<file path="config.mk">
export PLATFORM = sky130hd
export DESIGN_NAME = aep_regs
export DESIGN_NICKNAME = d
export VERILOG_FILES = /design/src/verilog/aep_pkg.sv /design/src/verilog/aep_regs.sv
export SDC_FILE = /design/constraint.sdc
export NUM_CORES = 1
export LEC_CHECK = 0
export ABC_AREA = 1
export BUFFER_PORTS_ARGS = -buffer_cell sky130_fd_sc_hd__buf_2
export CAP_MARGIN = 20
export CORE_UTILIZATION = 55
export DETAILED_ROUTE_END_ITERATION = 7
export GPL_TIMING_DRIVEN = 0
export HOLD_SLACK_MARGIN = 0.1
export PLACE_DENSITY = 0.85
export RECOVER_POWER = 100
export SETUP_SLACK_MARGIN = 0.02
export SYNTH_ARGS = -nofsm -noshare
export SYNTH_HDL_FRONTEND = slang
export SYNTH_SLANG_ARGS = --single-unit
export TNS_END_PERCENT = 1
</file>
<file path="constraint.sdc">
create_clock -name hclk -period 2.6 [get_ports hclk]
set_input_delay 0.13 -clock hclk [delete_from_list [all_inputs] [get_ports hclk]]
set_output_delay 0.13 -clock hclk [all_outputs]
set_load 0.005 [all_outputs]
</file>
<file path="src/verilog/aep_pkg.sv">
// Package for the acquisition error and ring pointer register block.
// Assumes a 32-bit AHB-Lite register bus; printed offsets are word indices.
package aep_pkg;

  // Printed register indices; byte address is four times the index
  localparam logic [7:0] IDX_ERROR      = 8'h22;
  localparam logic [7:0] IDX_START_LO   = 8'h24;
  localparam logic [7:0] IDX_START_HI   = 8'h26;
  localparam logic [7:0] IDX_END_LO     = 8'h28;
  localparam logic [7:0] IDX_END_HI     = 8'h2a;
  localparam logic [7:0] IDX_IRQ_STATUS = 8'h30;
  localparam logic [7:0] IDX_IRQ_MASK   = 8'h32;

  localparam int ADDR_W = 10;

  // Error register fields
  localparam int ERR_CONT_BAD_BUFFER   = 5;
  localparam int ERR_CONT_BAD_COUNT    = 4;
  localparam int ERR_CAPT_SINGLE_ROW   = 2;
  localparam int ERR_CAPT_BAD_BUFFER   = 1;
  localparam int ERR_CAPT_BAD_COUNT    = 0;
  localparam logic [15:0] ERROR_RESET  = 16'h0000;
  localparam logic [15:0] PTR_RESET    = 16'h0000;

  // Interrupt status fields
  localparam int IRQ_W                = 2;
  localparam int IRQ_ABORT            = 0;
  localparam int IRQ_CAPT_DONE        = 1;
  localparam logic [1:0] IRQ_RESET    = 2'h0;

  // Ring geometry
  localparam int PTR_W                = 23;
  localparam logic [22:0] RING_LAST   = 23'h7fffff;
  localparam logic [4:0] MAX_CH_16    = 5'h10;
  localparam logic [4:0] MAX_CH_8     = 5'h08;

  typedef enum logic [1:0] {
    AEP_MODE_CONT,
    AEP_MODE_CAPT,
    AEP_MODE_OTHER
  } aep_mode_t;

  typedef enum {
    AEP_IDLE,
    AEP_CONT,
    AEP_CAPT
  } aep_state_t;

endpackage

</file>
<file path="src/verilog/aep_regs.sv">
// Acquisition error flags, transient-capture ring pointers, AHB-Lite slave.
// Assumes mode events, sample strobes and settings are synchronous to hclk.
`timescale 1ns/1ps

// Summary of operation
// - Clear error flags on entry, update before exit
// - Programming error aborts mode back to idle
// - Continuous mode: inconsistent buffer sets bit 5
// - Continuous mode: bad channel count sets bit 4
// - Capture mode: single-row buffer sets bit 2
// - Single-row check never applies to continuous mode
// - Capture mode: bit 5 check reported in bit 1
// - Capture mode: bit 4 check reported in bit 0
// - Start pointer is 23 bits, high and low
// - Start pointer names first captured sample
// - Start high holds address bits 22:16
// - Start low holds address bits 15:0
// - Sample buffer wraps as continuous ring
// - Pointers maintained only in capture mode
// - End pointer is 23 bits, high and low
// - End pointer names first closing-portion sample
// - End high holds address bits 22:16
// - End low holds bits 15:0, read-only
module aep_regs
  import aep_pkg::*;
(
  input  wire logic              hclk,             // Bus clock, 250 MHz
  input  wire logic              hresetn,          // Asynchronous reset, active low
  input  wire logic              hsel,             // Slave select
  input  wire logic [ADDR_W-1:0] haddr,            // Byte address
  input  wire logic [1:0]        htrans,           // Transfer type
  input  wire logic              hwrite,           // Write when high
  input  wire logic [2:0]        hsize,            // Transfer size
  input  wire logic [31:0]       hwdata,           // Write data
  input  wire logic              hready,           // Bus ready
  output logic      [31:0]       hrdata,           // Read data
  output logic                   hreadyout,        // Slave ready
  output logic                   hresp,            // Always OKAY
  input  wire logic              mode_enter,       // Pulse: enter mode_sel
  input  wire aep_mode_t         mode_sel,         // Mode being entered
  input  wire logic              mode_exit,        // Pulse: normal mode end
  input  wire logic [15:0]       buffer_rows,      // Buffer size in sample rows
  input  wire logic [15:0]       channel_enable,   // Enabled channel mask
  input  wire logic              board_16ch,       // High for a 16-channel board
  input  wire logic              sample_write,     // Pulse: one word stored to DRAM
  input  wire logic              store_trigger,    // Pulse: store trigger seen
  output logic      [PTR_W-1:0]  ring_write_addr,  // Current DRAM write address
  output logic                   mode_abort,       // Pulse: mode dropped to idle
  output logic                   mode_busy,        // Level: a mode is active
  output logic                   irq               // Level interrupt
);

  aep_state_t        state;
  logic [15:0]       error_flags;
  logic [PTR_W-1:0]  ring_start_addr;
  logic [PTR_W-1:0]  ring_end_addr;
  logic [PTR_W-1:0]  ring_limit;
  logic [IRQ_W-1:0]  irq_status;
  logic [IRQ_W-1:0]  irq_mask;
  logic [4:0]        enabled_count;
  logic              bad_count;
  logic              bad_buffer;
  logic              single_row;
  logic              check_fail;
  logic              addr_phase;
  logic              rd_take;
  logic              wr_take;
  logic [7:0]        word_index;
  logic [31:0]       next_rdata;
  logic              status_read;
  logic [PTR_W+4:0]  ring_words;

  // Enabled channel count
  always_comb begin
    enabled_count = 5'h00;
    for (int i = 0; i < 16; i++) begin
      enabled_count = enabled_count + {4'h0, channel_enable[i]};
    end
  end

  // Only powers of two up to the board width are legal
  always_comb begin
    bad_count = 1'b1;
    if (enabled_count == 5'h01 || enabled_count == 5'h02 || enabled_count == 5'h04 ||
        enabled_count == MAX_CH_8 || (board_16ch && enabled_count == MAX_CH_16)) begin
      bad_count = 1'b0;
    end
  end

  // Buffer must be nonempty and fit in the DRAM ring
  assign ring_words = 28'(buffer_rows * enabled_count);
  assign bad_buffer = (buffer_rows == 16'h0000) || (channel_enable == 16'h0000) ||
                      (ring_words > {5'h00, RING_LAST} + 28'h1) ||
                      (board_16ch == 1'b0 && channel_enable[15:8] != 8'h00);
  assign single_row = (buffer_rows == 16'h0001);
  assign ring_limit = (ring_words == 28'h0) ? 23'h0 : 23'(ring_words - 28'h1);

  // Single-row check only counts in capture mode
  always_comb begin
    check_fail = 1'b0;
    case (state)
      AEP_CONT: check_fail = bad_count | bad_buffer;
      AEP_CAPT: check_fail = bad_count | bad_buffer | single_row;
      default:  check_fail = 1'b0;
    endcase
  end

  // Mode sequencing
  always_ff @(posedge hclk or negedge hresetn) begin
    if (!hresetn) begin
      state      <= AEP_IDLE;
      mode_abort <= 1'b0;
    end else begin
      mode_abort <= 1'b0;
      case (state)
        AEP_IDLE: begin
          if (mode_enter && mode_sel == AEP_MODE_CONT) begin
            state <= AEP_CONT;
          end else if (mode_enter && mode_sel == AEP_MODE_CAPT) begin
            state <= AEP_CAPT;
          end
        end
        AEP_CONT, AEP_CAPT: begin
          if (check_fail) begin
            state      <= AEP_IDLE;
            mode_abort <= 1'b1;
          end else if (mode_exit) begin
            state <= AEP_IDLE;
          end
        end
        default: state <= AEP_IDLE;
      endcase
    end
  end

  assign mode_busy = (state != AEP_IDLE);

  // Error flags: cleared on entry, set while the mode is still active
  always_ff @(posedge hclk or negedge hresetn) begin
    if (!hresetn) begin
      error_flags <= ERROR_RESET;
    end else if (state == AEP_IDLE && mode_enter) begin
      error_flags <= ERROR_RESET;
    end else if (state == AEP_CONT) begin
      error_flags[ERR_CONT_BAD_BUFFER] <= bad_buffer;
      error_flags[ERR_CONT_BAD_COUNT]  <= bad_count;
    end else if (state == AEP_CAPT) begin
      error_flags[ERR_CAPT_SINGLE_ROW] <= single_row;
      error_flags[ERR_CAPT_BAD_BUFFER] <= bad_buffer;
      error_flags[ERR_CAPT_BAD_COUNT]  <= bad_count;
    end
  end

  // Ring write address wraps at the configured buffer end
  always_ff @(posedge hclk or negedge hresetn) begin
    if (!hresetn) begin
      ring_write_addr <= '0;
    end else if (state == AEP_IDLE && mode_enter) begin
      ring_write_addr <= '0;
    end else if (state == AEP_CAPT && sample_write) begin
      if (ring_write_addr >= ring_limit) begin
        ring_write_addr <= '0;
      end else begin
        ring_write_addr <= ring_write_addr + 23'h1;
      end
    end
  end

  // End pointer marks the trigger; start pointer is the oldest word at close
  always_ff @(posedge hclk or negedge hresetn) begin
    if (!hresetn) begin
      ring_end_addr <= '0;
    end else if (state == AEP_CAPT && store_trigger && !check_fail) begin
      ring_end_addr <= ring_write_addr;
    end
  end

  always_ff @(posedge hclk or negedge hresetn) begin
    if (!hresetn) begin
      ring_start_addr <= '0;
    end else if (state == AEP_CAPT && mode_exit && !check_fail) begin
      ring_start_addr <= ring_write_addr;
    end
  end

  // Bus address phase
  assign addr_phase = hsel && htrans[1] && hready;
  assign rd_take    = addr_phase && !hwrite;
  assign wr_take    = addr_phase && hwrite;
  assign word_index = 8'(haddr[ADDR_W-1:2]);
  assign hreadyout  = 1'b1;
  assign hresp      = 1'b0;
  assign status_read = rd_take && word_index == IDX_IRQ_STATUS;

  always_comb begin
    next_rdata = 32'h0000_0000;
    case (word_index)
      IDX_ERROR:      next_rdata = {16'h0000, error_flags};
      IDX_START_LO:   next_rdata = {16'h0000, ring_start_addr[15:0]};
      IDX_START_HI:   next_rdata = {25'h0000000, ring_start_addr[22:16]};
      IDX_END_LO:     next_rdata = {16'h0000, ring_end_addr[15:0]};
      IDX_END_HI:     next_rdata = {25'h0000000, ring_end_addr[22:16]};
      IDX_IRQ_STATUS: next_rdata = {30'h00000000, irq_status};
      IDX_IRQ_MASK:   next_rdata = {30'h00000000, irq_mask};
      default:        next_rdata = 32'h0000_0000;
    endcase
  end

  always_ff @(posedge hclk or negedge hresetn) begin
    if (!hresetn) begin
      hrdata <= 32'h0000_0000;
    end else if (rd_take) begin
      hrdata <= next_rdata;
    end
  end

  // Only the mask is writable; writes elsewhere are dropped
  logic              wr_pending;
  logic [7:0]        wr_index;
  always_ff @(posedge hclk or negedge hresetn) begin
    if (!hresetn) begin
      wr_pending <= 1'b0;
      wr_index   <= 8'h00;
    end else begin
      wr_pending <= wr_take;
      if (wr_take) begin
        wr_index <= word_index;
      end
    end
  end

  always_ff @(posedge hclk or negedge hresetn) begin
    if (!hresetn) begin
      irq_mask <= IRQ_RESET;
    end else if (wr_pending && wr_index == IDX_IRQ_MASK) begin
      irq_mask <= hwdata[IRQ_W-1:0];
    end
  end

  // Sticky events; a new event wins over the read clear
  logic [IRQ_W-1:0] irq_event;
  assign irq_event[IRQ_ABORT]     = mode_abort;
  assign irq_event[IRQ_CAPT_DONE] = (state == AEP_CAPT) && mode_exit && !check_fail;

  always_ff @(posedge hclk or negedge hresetn) begin
    if (!hresetn) begin
      irq_status <= IRQ_RESET;
    end else begin
      irq_status <= (status_read ? IRQ_RESET : irq_status) | irq_event;
    end
  end

  assign irq = |(irq_status & irq_mask);

  chk_abort_to_idle: assert property (@(posedge hclk) disable iff (!hresetn)
    (state != AEP_IDLE && check_fail) |=> (state == AEP_IDLE && mode_abort))
    else $error("error did not return the mode to idle");

  chk_abort_cause: assert property (@(posedge hclk) disable iff (!hresetn)
    mode_abort |-> (state == AEP_IDLE && $past(check_fail)))
    else $error("abort pulse without a failed check");

  chk_abort_pulse: assert property (@(posedge hclk) disable iff (!hresetn)
    mode_abort |=> !mode_abort)
    else $error("abort pulse longer than one cycle");

  chk_abort_sticky: assert property (@(posedge hclk) disable iff (!hresetn)
    mode_abort |=> irq_status[IRQ_ABORT])
    else $error("abort event not recorded in status");

  chk_entry_clears: assert property (@(posedge hclk) disable iff (!hresetn)
    (state == AEP_IDLE && mode_enter) |=> (error_flags == 16'h0000))
    else $error("error flags not cleared on mode entry");

  chk_enter_cont: assert property (@(posedge hclk) disable iff (!hresetn)
    (state == AEP_IDLE && mode_enter && mode_sel == AEP_MODE_CONT) |=> (state == AEP_CONT))
    else $error("continuous mode not entered");

  chk_enter_capt: assert property (@(posedge hclk) disable iff (!hresetn)
    (state == AEP_IDLE && mode_enter && mode_sel == AEP_MODE_CAPT) |=> (state == AEP_CAPT))
    else $error("capture mode not entered");

  chk_idle_flags_hold: assert property (@(posedge hclk) disable iff (!hresetn)
    (state == AEP_IDLE && !mode_enter) |=> $stable(error_flags))
    else $error("error flags changed while idle");

  chk_cont_count_flag: assert property (@(posedge hclk) disable iff (!hresetn)
    (state == AEP_CONT && bad_count) |=> error_flags[ERR_CONT_BAD_COUNT])
    else $error("continuous channel count flag missing");

  chk_cont_buffer_flag: assert property (@(posedge hclk) disable iff (!hresetn)
    (state == AEP_CONT && bad_buffer) |=> error_flags[ERR_CONT_BAD_BUFFER])
    else $error("continuous buffer flag missing");

  chk_cont_no_row: assert property (@(posedge hclk) disable iff (!hresetn)
    (state == AEP_CONT && single_row && !bad_count && !bad_buffer)
      |=> (state == AEP_CONT || $past(mode_exit)))
    else $error("single-row buffer aborted continuous mode");

  chk_cont_keeps_row: assert property (@(posedge hclk) disable iff (!hresetn)
    (state == AEP_CONT) |=> $stable(error_flags[ERR_CAPT_SINGLE_ROW]))
    else $error("single-row flag changed in continuous mode");

  chk_capt_row_flag: assert property (@(posedge hclk) disable iff (!hresetn)
    (state == AEP_CAPT && single_row) |=> error_flags[ERR_CAPT_SINGLE_ROW])
    else $error("capture single-row flag missing");

  chk_capt_buffer_flag: assert property (@(posedge hclk) disable iff (!hresetn)
    (state == AEP_CAPT && bad_buffer) |=> error_flags[ERR_CAPT_BAD_BUFFER])
    else $error("capture buffer flag missing");

  chk_capt_count_flag: assert property (@(posedge hclk) disable iff (!hresetn)
    (state == AEP_CAPT && bad_count) |=> error_flags[ERR_CAPT_BAD_COUNT])
    else $error("capture channel count flag missing");

  chk_capt_keeps_cont: assert property (@(posedge hclk) disable iff (!hresetn)
    (state == AEP_CAPT) |=> ($stable(error_flags[ERR_CONT_BAD_BUFFER]) &&
                             $stable(error_flags[ERR_CONT_BAD_COUNT])))
    else $error("continuous flags changed in capture mode");

  chk_ring_wrap: assert property (@(posedge hclk) disable iff (!hresetn)
    (state == AEP_CAPT && sample_write && ring_write_addr >= ring_limit && !mode_enter)
      |=> ring_write_addr == 23'h0)
    else $error("ring address did not wrap");

  chk_ring_step: assert property (@(posedge hclk) disable iff (!hresetn)
    (state == AEP_CAPT && sample_write && ring_write_addr < ring_limit)
      |=> (ring_write_addr == $past(ring_write_addr) + 23'h1))
    else $error("ring address did not advance");

  chk_ring_hold: assert property (@(posedge hclk) disable iff (!hresetn)
    (!sample_write && !(state == AEP_IDLE && mode_enter)) |=> $stable(ring_write_addr))
    else $error("ring address moved without a sample");

  chk_end_latch: assert property (@(posedge hclk) disable iff (!hresetn)
    (state == AEP_CAPT && store_trigger && !check_fail)
      |=> ring_end_addr == $past(ring_write_addr))
    else $error("end pointer not taken at trigger");

  chk_start_latch: assert property (@(posedge hclk) disable iff (!hresetn)
    (state == AEP_CAPT && mode_exit && !check_fail)
      |=> (ring_start_addr == $past(ring_write_addr)))
    else $error("start pointer not taken at capture end");

  chk_ptr_hold: assert property (@(posedge hclk) disable iff (!hresetn)
    (state != AEP_CAPT) |=> $stable(ring_start_addr) && $stable(ring_end_addr))
    else $error("pointer changed outside capture mode");

  chk_start_read: assert property (@(posedge hclk) disable iff (!hresetn)
    (rd_take && word_index == IDX_START_HI)
      |=> hrdata == {25'h0000000, $past(ring_start_addr[22:16])})
    else $error("start high read wrong");

  chk_start_low_read: assert property (@(posedge hclk) disable iff (!hresetn)
    (rd_take && word_index == IDX_START_LO)
      |=> (hrdata == {16'h0000, $past(ring_start_addr[15:0])}))
    else $error("start low read wrong");

  chk_end_low_read: assert property (@(posedge hclk) disable iff (!hresetn)
    (rd_take && word_index == IDX_END_LO)
      |=> (hrdata == {16'h0000, $past(ring_end_addr[15:0])}))
    else $error("end low read wrong");

  chk_end_high_read: assert property (@(posedge hclk) disable iff (!hresetn)
    (rd_take && word_index == IDX_END_HI)
      |=> (hrdata == {25'h0000000, $past(ring_end_addr[22:16])}))
    else $error("end high read wrong");

  chk_error_read: assert property (@(posedge hclk) disable iff (!hresetn)
    (rd_take && word_index == IDX_ERROR) |=> (hrdata == {16'h0000, $past(error_flags)}))
    else $error("error register read wrong");

  chk_write_no_effect: assert property (@(posedge hclk) disable iff (!hresetn)
    (wr_pending && state == AEP_IDLE && !mode_enter)
      |=> ($stable(error_flags) && $stable(ring_start_addr) && $stable(ring_end_addr)))
    else $error("register write changed read-only contents");

  chk_mask_write_only: assert property (@(posedge hclk) disable iff (!hresetn)
    (wr_pending && wr_index != IDX_IRQ_MASK) |=> $stable(irq_mask))
    else $error("mask changed by a write elsewhere");

  chk_mask_write: assert property (@(posedge hclk) disable iff (!hresetn)
    (wr_pending && wr_index == IDX_IRQ_MASK) |=> (irq_mask == $past(hwdata[IRQ_W-1:0])))
    else $error("mask write not applied");

  chk_read_clears: assert property (@(posedge hclk) disable iff (!hresetn)
    (status_read && irq_event == '0)
      |=> irq_status == '0 ##1 (irq_status == '0 || $past(irq_event) != '0))
    else $error("status read did not clear");

endmodule

</file>
==> flow_summary_export.csv <==
group,metric,value,unit
finish,final-seq-area,0.002653,sq mm
min_path,hold_class,"primary input to flip-flop",
placed_design,place.gp.congestion,0.8959,
finish,fin_util,71.65,%
critical_path,critPathTopFamily,"adder cells",
global_routing,grt_usage,30.93,%
clocking,cts_tree,"yes",
finish,fillers,1154,
synthesis,synthTopCellsByArea,"dfrtp_1 28%, nand2_1 13%, fa_1 11%",
finish,diodes,0,
floorplanning,core_area,0.01676,sq mm
clocking,numCtsBuffers,9,
synthesis,synth_top_family_by_area,"simple AND/OR/NAND/NOR gates",
critical_path,cp-end-kind,"flip-flop",
synthesis,synth-edff-count,0,
floorplanning,die_height,133.8,um
floorplanning,start_util,56.97,%
global_routing,top_usage_layer,"met2",
floorplanning,die_area,0.01789,sq mm
synthesis,synth_compound_area_share,11.36,%
route,viasPerCell,5.753,
finish,area_growth,25.76,%
timing,fin_ws,-5894,ps
global_routing,antenna_found_initial,1,
synthesis,yosysSeqAreaShare,27.78,%
synthesis,ys_async_sr_fraction,100.0,%
timing,tightest_slew,1194,ps
timing,fmax,0.1177,GHz
timing,min_period_over_period,326.7,%
placed_design,dp.final_hpwl,18960,um
clocking,path_clk_slew,80,ps
synthesis,synth-xor-area-share,2.267,%
critical_path,worstPathMaxFanout,5,
floorplanning,num_rows,47,
synthesis,synth_ff_type,"dfrtp_1",
clocking,clkSinkCount,106,
floorplanning,boundaryPins,151,
critical_path,critPathArrivalTime,8770,ps
timing,period_needed,8494,ps
synthesis,synth_top_area_share,27.78,%
critical_path,slowest_delay,540,ps
timing,grt_setup_unrepaired,"true",
finish,nets,1688,
route,post_drt_wl_per_cell,16.38,um
synthesis,syn_inst,1298,
timing,max_slew_margin,20.43,%
synthesis,synth_simple_gate_area_share,27.48,%
clocking,htree_levels,3,
global_routing,grt_use_met2,54.32,%
synthesis,synth.area.mux_share,0.2359,%
synthesis,synth_most_common_cell,"nand2_1",
finish,multi_input_area,0.006591,sq mm
critical_path,crit_required,2880,ps
job,drv_cap,0,
timing,hold_violations,0,
synthesis,avgSynthCellArea,7.356,sq um
timing,setup_viol,75,
global_routing,grt_pass1_vias,9622,
route,via_count,9820,
placed_design,pre_cts_slack,-6818,ps
synthesis,syn_area,0.009548,sq mm
timing,drv_slew,0,
route,drtAntennaViolNets,0,
placed_design,port_buffers,96,
run_status,status,"complete, but fails checks",
synthesis,yosys_warnings,0,
synthesis,yosysTopAreaCell,"dfrtp_1",
clocking,cts_max_path_buffers,2,
timing,skew,14.27,ps
global_routing,met3_usage,5.632,%
finish,drive_gt1_share,24.48,%
route,drc,0,
global_routing,gr-usage-met1,36.89,%
synthesis,ys_seq_elements,106,
route,drtIter0Drc,1154,
critical_path,crit_type,"primary input to flip-flop",
critical_path,critPathBufInv,16,
global_routing,grt_pass1_wl,44440,um
global_routing,gr-total-overflow,0,
synthesis,yosys.area_share.adder,19.16,%
run_status,violations,"setup timing",
synthesis,synthDistinctLibCells,46,
synthesis,synth_common_cells,"327 x nand2_1, 215 x inv_1, 119 x nor2_1",
floorplanning,die_x,133.8,um
critical_path,crit_path_top_delay_cell,"fa_1",
critical_path,worst_setup_path_start_kind,"primary input",
global_routing,grt_max_degree,58,
clocking,clock_latency,360,ps
route,firstDrtPassIters,6,
clocking,cts_root_buffer,"clkbuf_16",
route,finalWirelength,27970,um
## worst register-to-register path, cell delays in order (launching register included)
cell,delay (ps)
dfrtp_1,490
ha_1,240
nand2_1,90
inv_1,120
nand3_1,120
nor3_1,310
nand3_1,190
inv_1,120
nand3_1,130
nor2_1,190
xor2_1,230
o22ai_2,110
## timing repair
item	4_1_cts	5_1_grt
setup endpoints to repair	75	75
gates resized for setup	147	42
pin swaps	81	26
buffers inserted	41	8
gates cloned	4	0
hold endpoints to repair	57	0
hold buffers	8	0
## flip-flops by register name, summed over array words and instances (netlist names)
name,cells
mode_abort,1
ring_end_addr,23
irq_status,2
state,2
hrdata,16
ring_start_addr,23
wr_pending,1
wr_index,8
error_flags,5
irq_mask,2
ring_write_addr,23
## cell families (layout without fill, tap and decap cells)
| family | count (synthesis) | count (layout) |
|---|---|---|
| AOI/OAI and AO/OA | 185 | 185 |
| xor gates and xnor gates | 23 | 23 |
| adders and majority gates | 115 | 115 |
| buffers and inverters | 266 | 438 |
| DFF | 106 | 106 |
| muxes | 2 | 2 |
| other | 2 | 18 |
| and+or+nand+nor | 599 | 600 |
## worst paths after layout
check | cells after the start | start | slack [ps] | endpoint
worst max-delay path | 48 | channel_enable[15] | -5890 | ring_write_addr[9]
worst min-delay path | 3 | haddr[6] | 90 | wr_index[4]
worst max register to register | 11 | ring_write_addr[1] | 130 | ring_write_addr[22]
worst min register to register | 2 | hrdata[0] | 480 | hrdata[0]
max in group asynchronous | 3 | hresetn | 560 | ring_write_addr[8]
min in group asynchronous | 2 | hresetn | 560 | hrdata[15]
## per-stage QoR
step | TNS [ps] | instances | hold WS, ps | area (sq um)
3_3_place_gp | -261760 | 1630 | 348.4 | 10490
3_5_place_dp | -270460 | 1631 | 199.0 | 10520
2_1_floorplan | -204320 | 1314 | -165.6 | 9734
4_1_cts | -208040 | 1699 | 103.3 | 11840
5_1_grt | -236780 | 1707 | 118.5 | 12010
6_report | -220660 | 1707 | 94.90 | 12010
## per-layer routing
layer | share of wire (%) | vias to the layer above | routed length [um]
met4 | 4.2 | 0 | 1172
met3 | 8.3 | 155 | 2319
li1 | - | 4504 | -
met5 | 0 | - | 0
met2 | 50 | 522 | 13910
met1 | 38 | 4639 | 10560
## placed cells by master (no fill, tap or decap), types with 4 or more instances in the layout
| cell type | count |
|---|---|
| clkbuf_1 | 20 |
| clkbuf_16 | 10 |
| nor2_4 | 13 |
| o22ai_1 | 11 |
| inv_2 | 18 |
| fa_1 | 51 |
| o21ai_0 | 67 |
| xor2_1 | 15 |
| a21oi_4 | 6 |
| buf_6 | 11 |
| o21ai_2 | 7 |
| conb_1 | 18 |
| nand3_2 | 15 |
| nor4_1 | 10 |
| nand2_4 | 9 |
| clkbuf_8 | 4 |
| dfrtp_1 | 106 |
| nor2_2 | 19 |
| ha_4 | 19 |
| nor2_1 | 98 |
| a21oi_1 | 24 |
| dlygate4sd3_1 | 8 |
| a22o_1 | 16 |
| buf_2 | 81 |
| clkbuf_2 | 5 |
| nand2_1 | 301 |
| inv_1 | 201 |
| o211ai_1 | 4 |
| buf_8 | 4 |
| ha_1 | 44 |
| nand4_1 | 32 |
| nand2_2 | 34 |
| nand3_1 | 47 |
| o21ai_1 | 17 |
| buf_4 | 64 |
| o22ai_2 | 11 |
| a21oi_2 | 8 |
| nor3_1 | 12 |
## area by class of cell
type	instances	share of cell area (%)
buffer	44	3.105
inverter	221	6.950
timing repair buffer	157	8.128
clock buffer	9	1.876
multi-input combinational	943	54.89
sequential	106	22.09
tap	220	2.292
clock inverter	7	0.6669
Power is not shown: default switching activity piles up to over one toggle a cycle in this logic, so the estimate is an artifact.
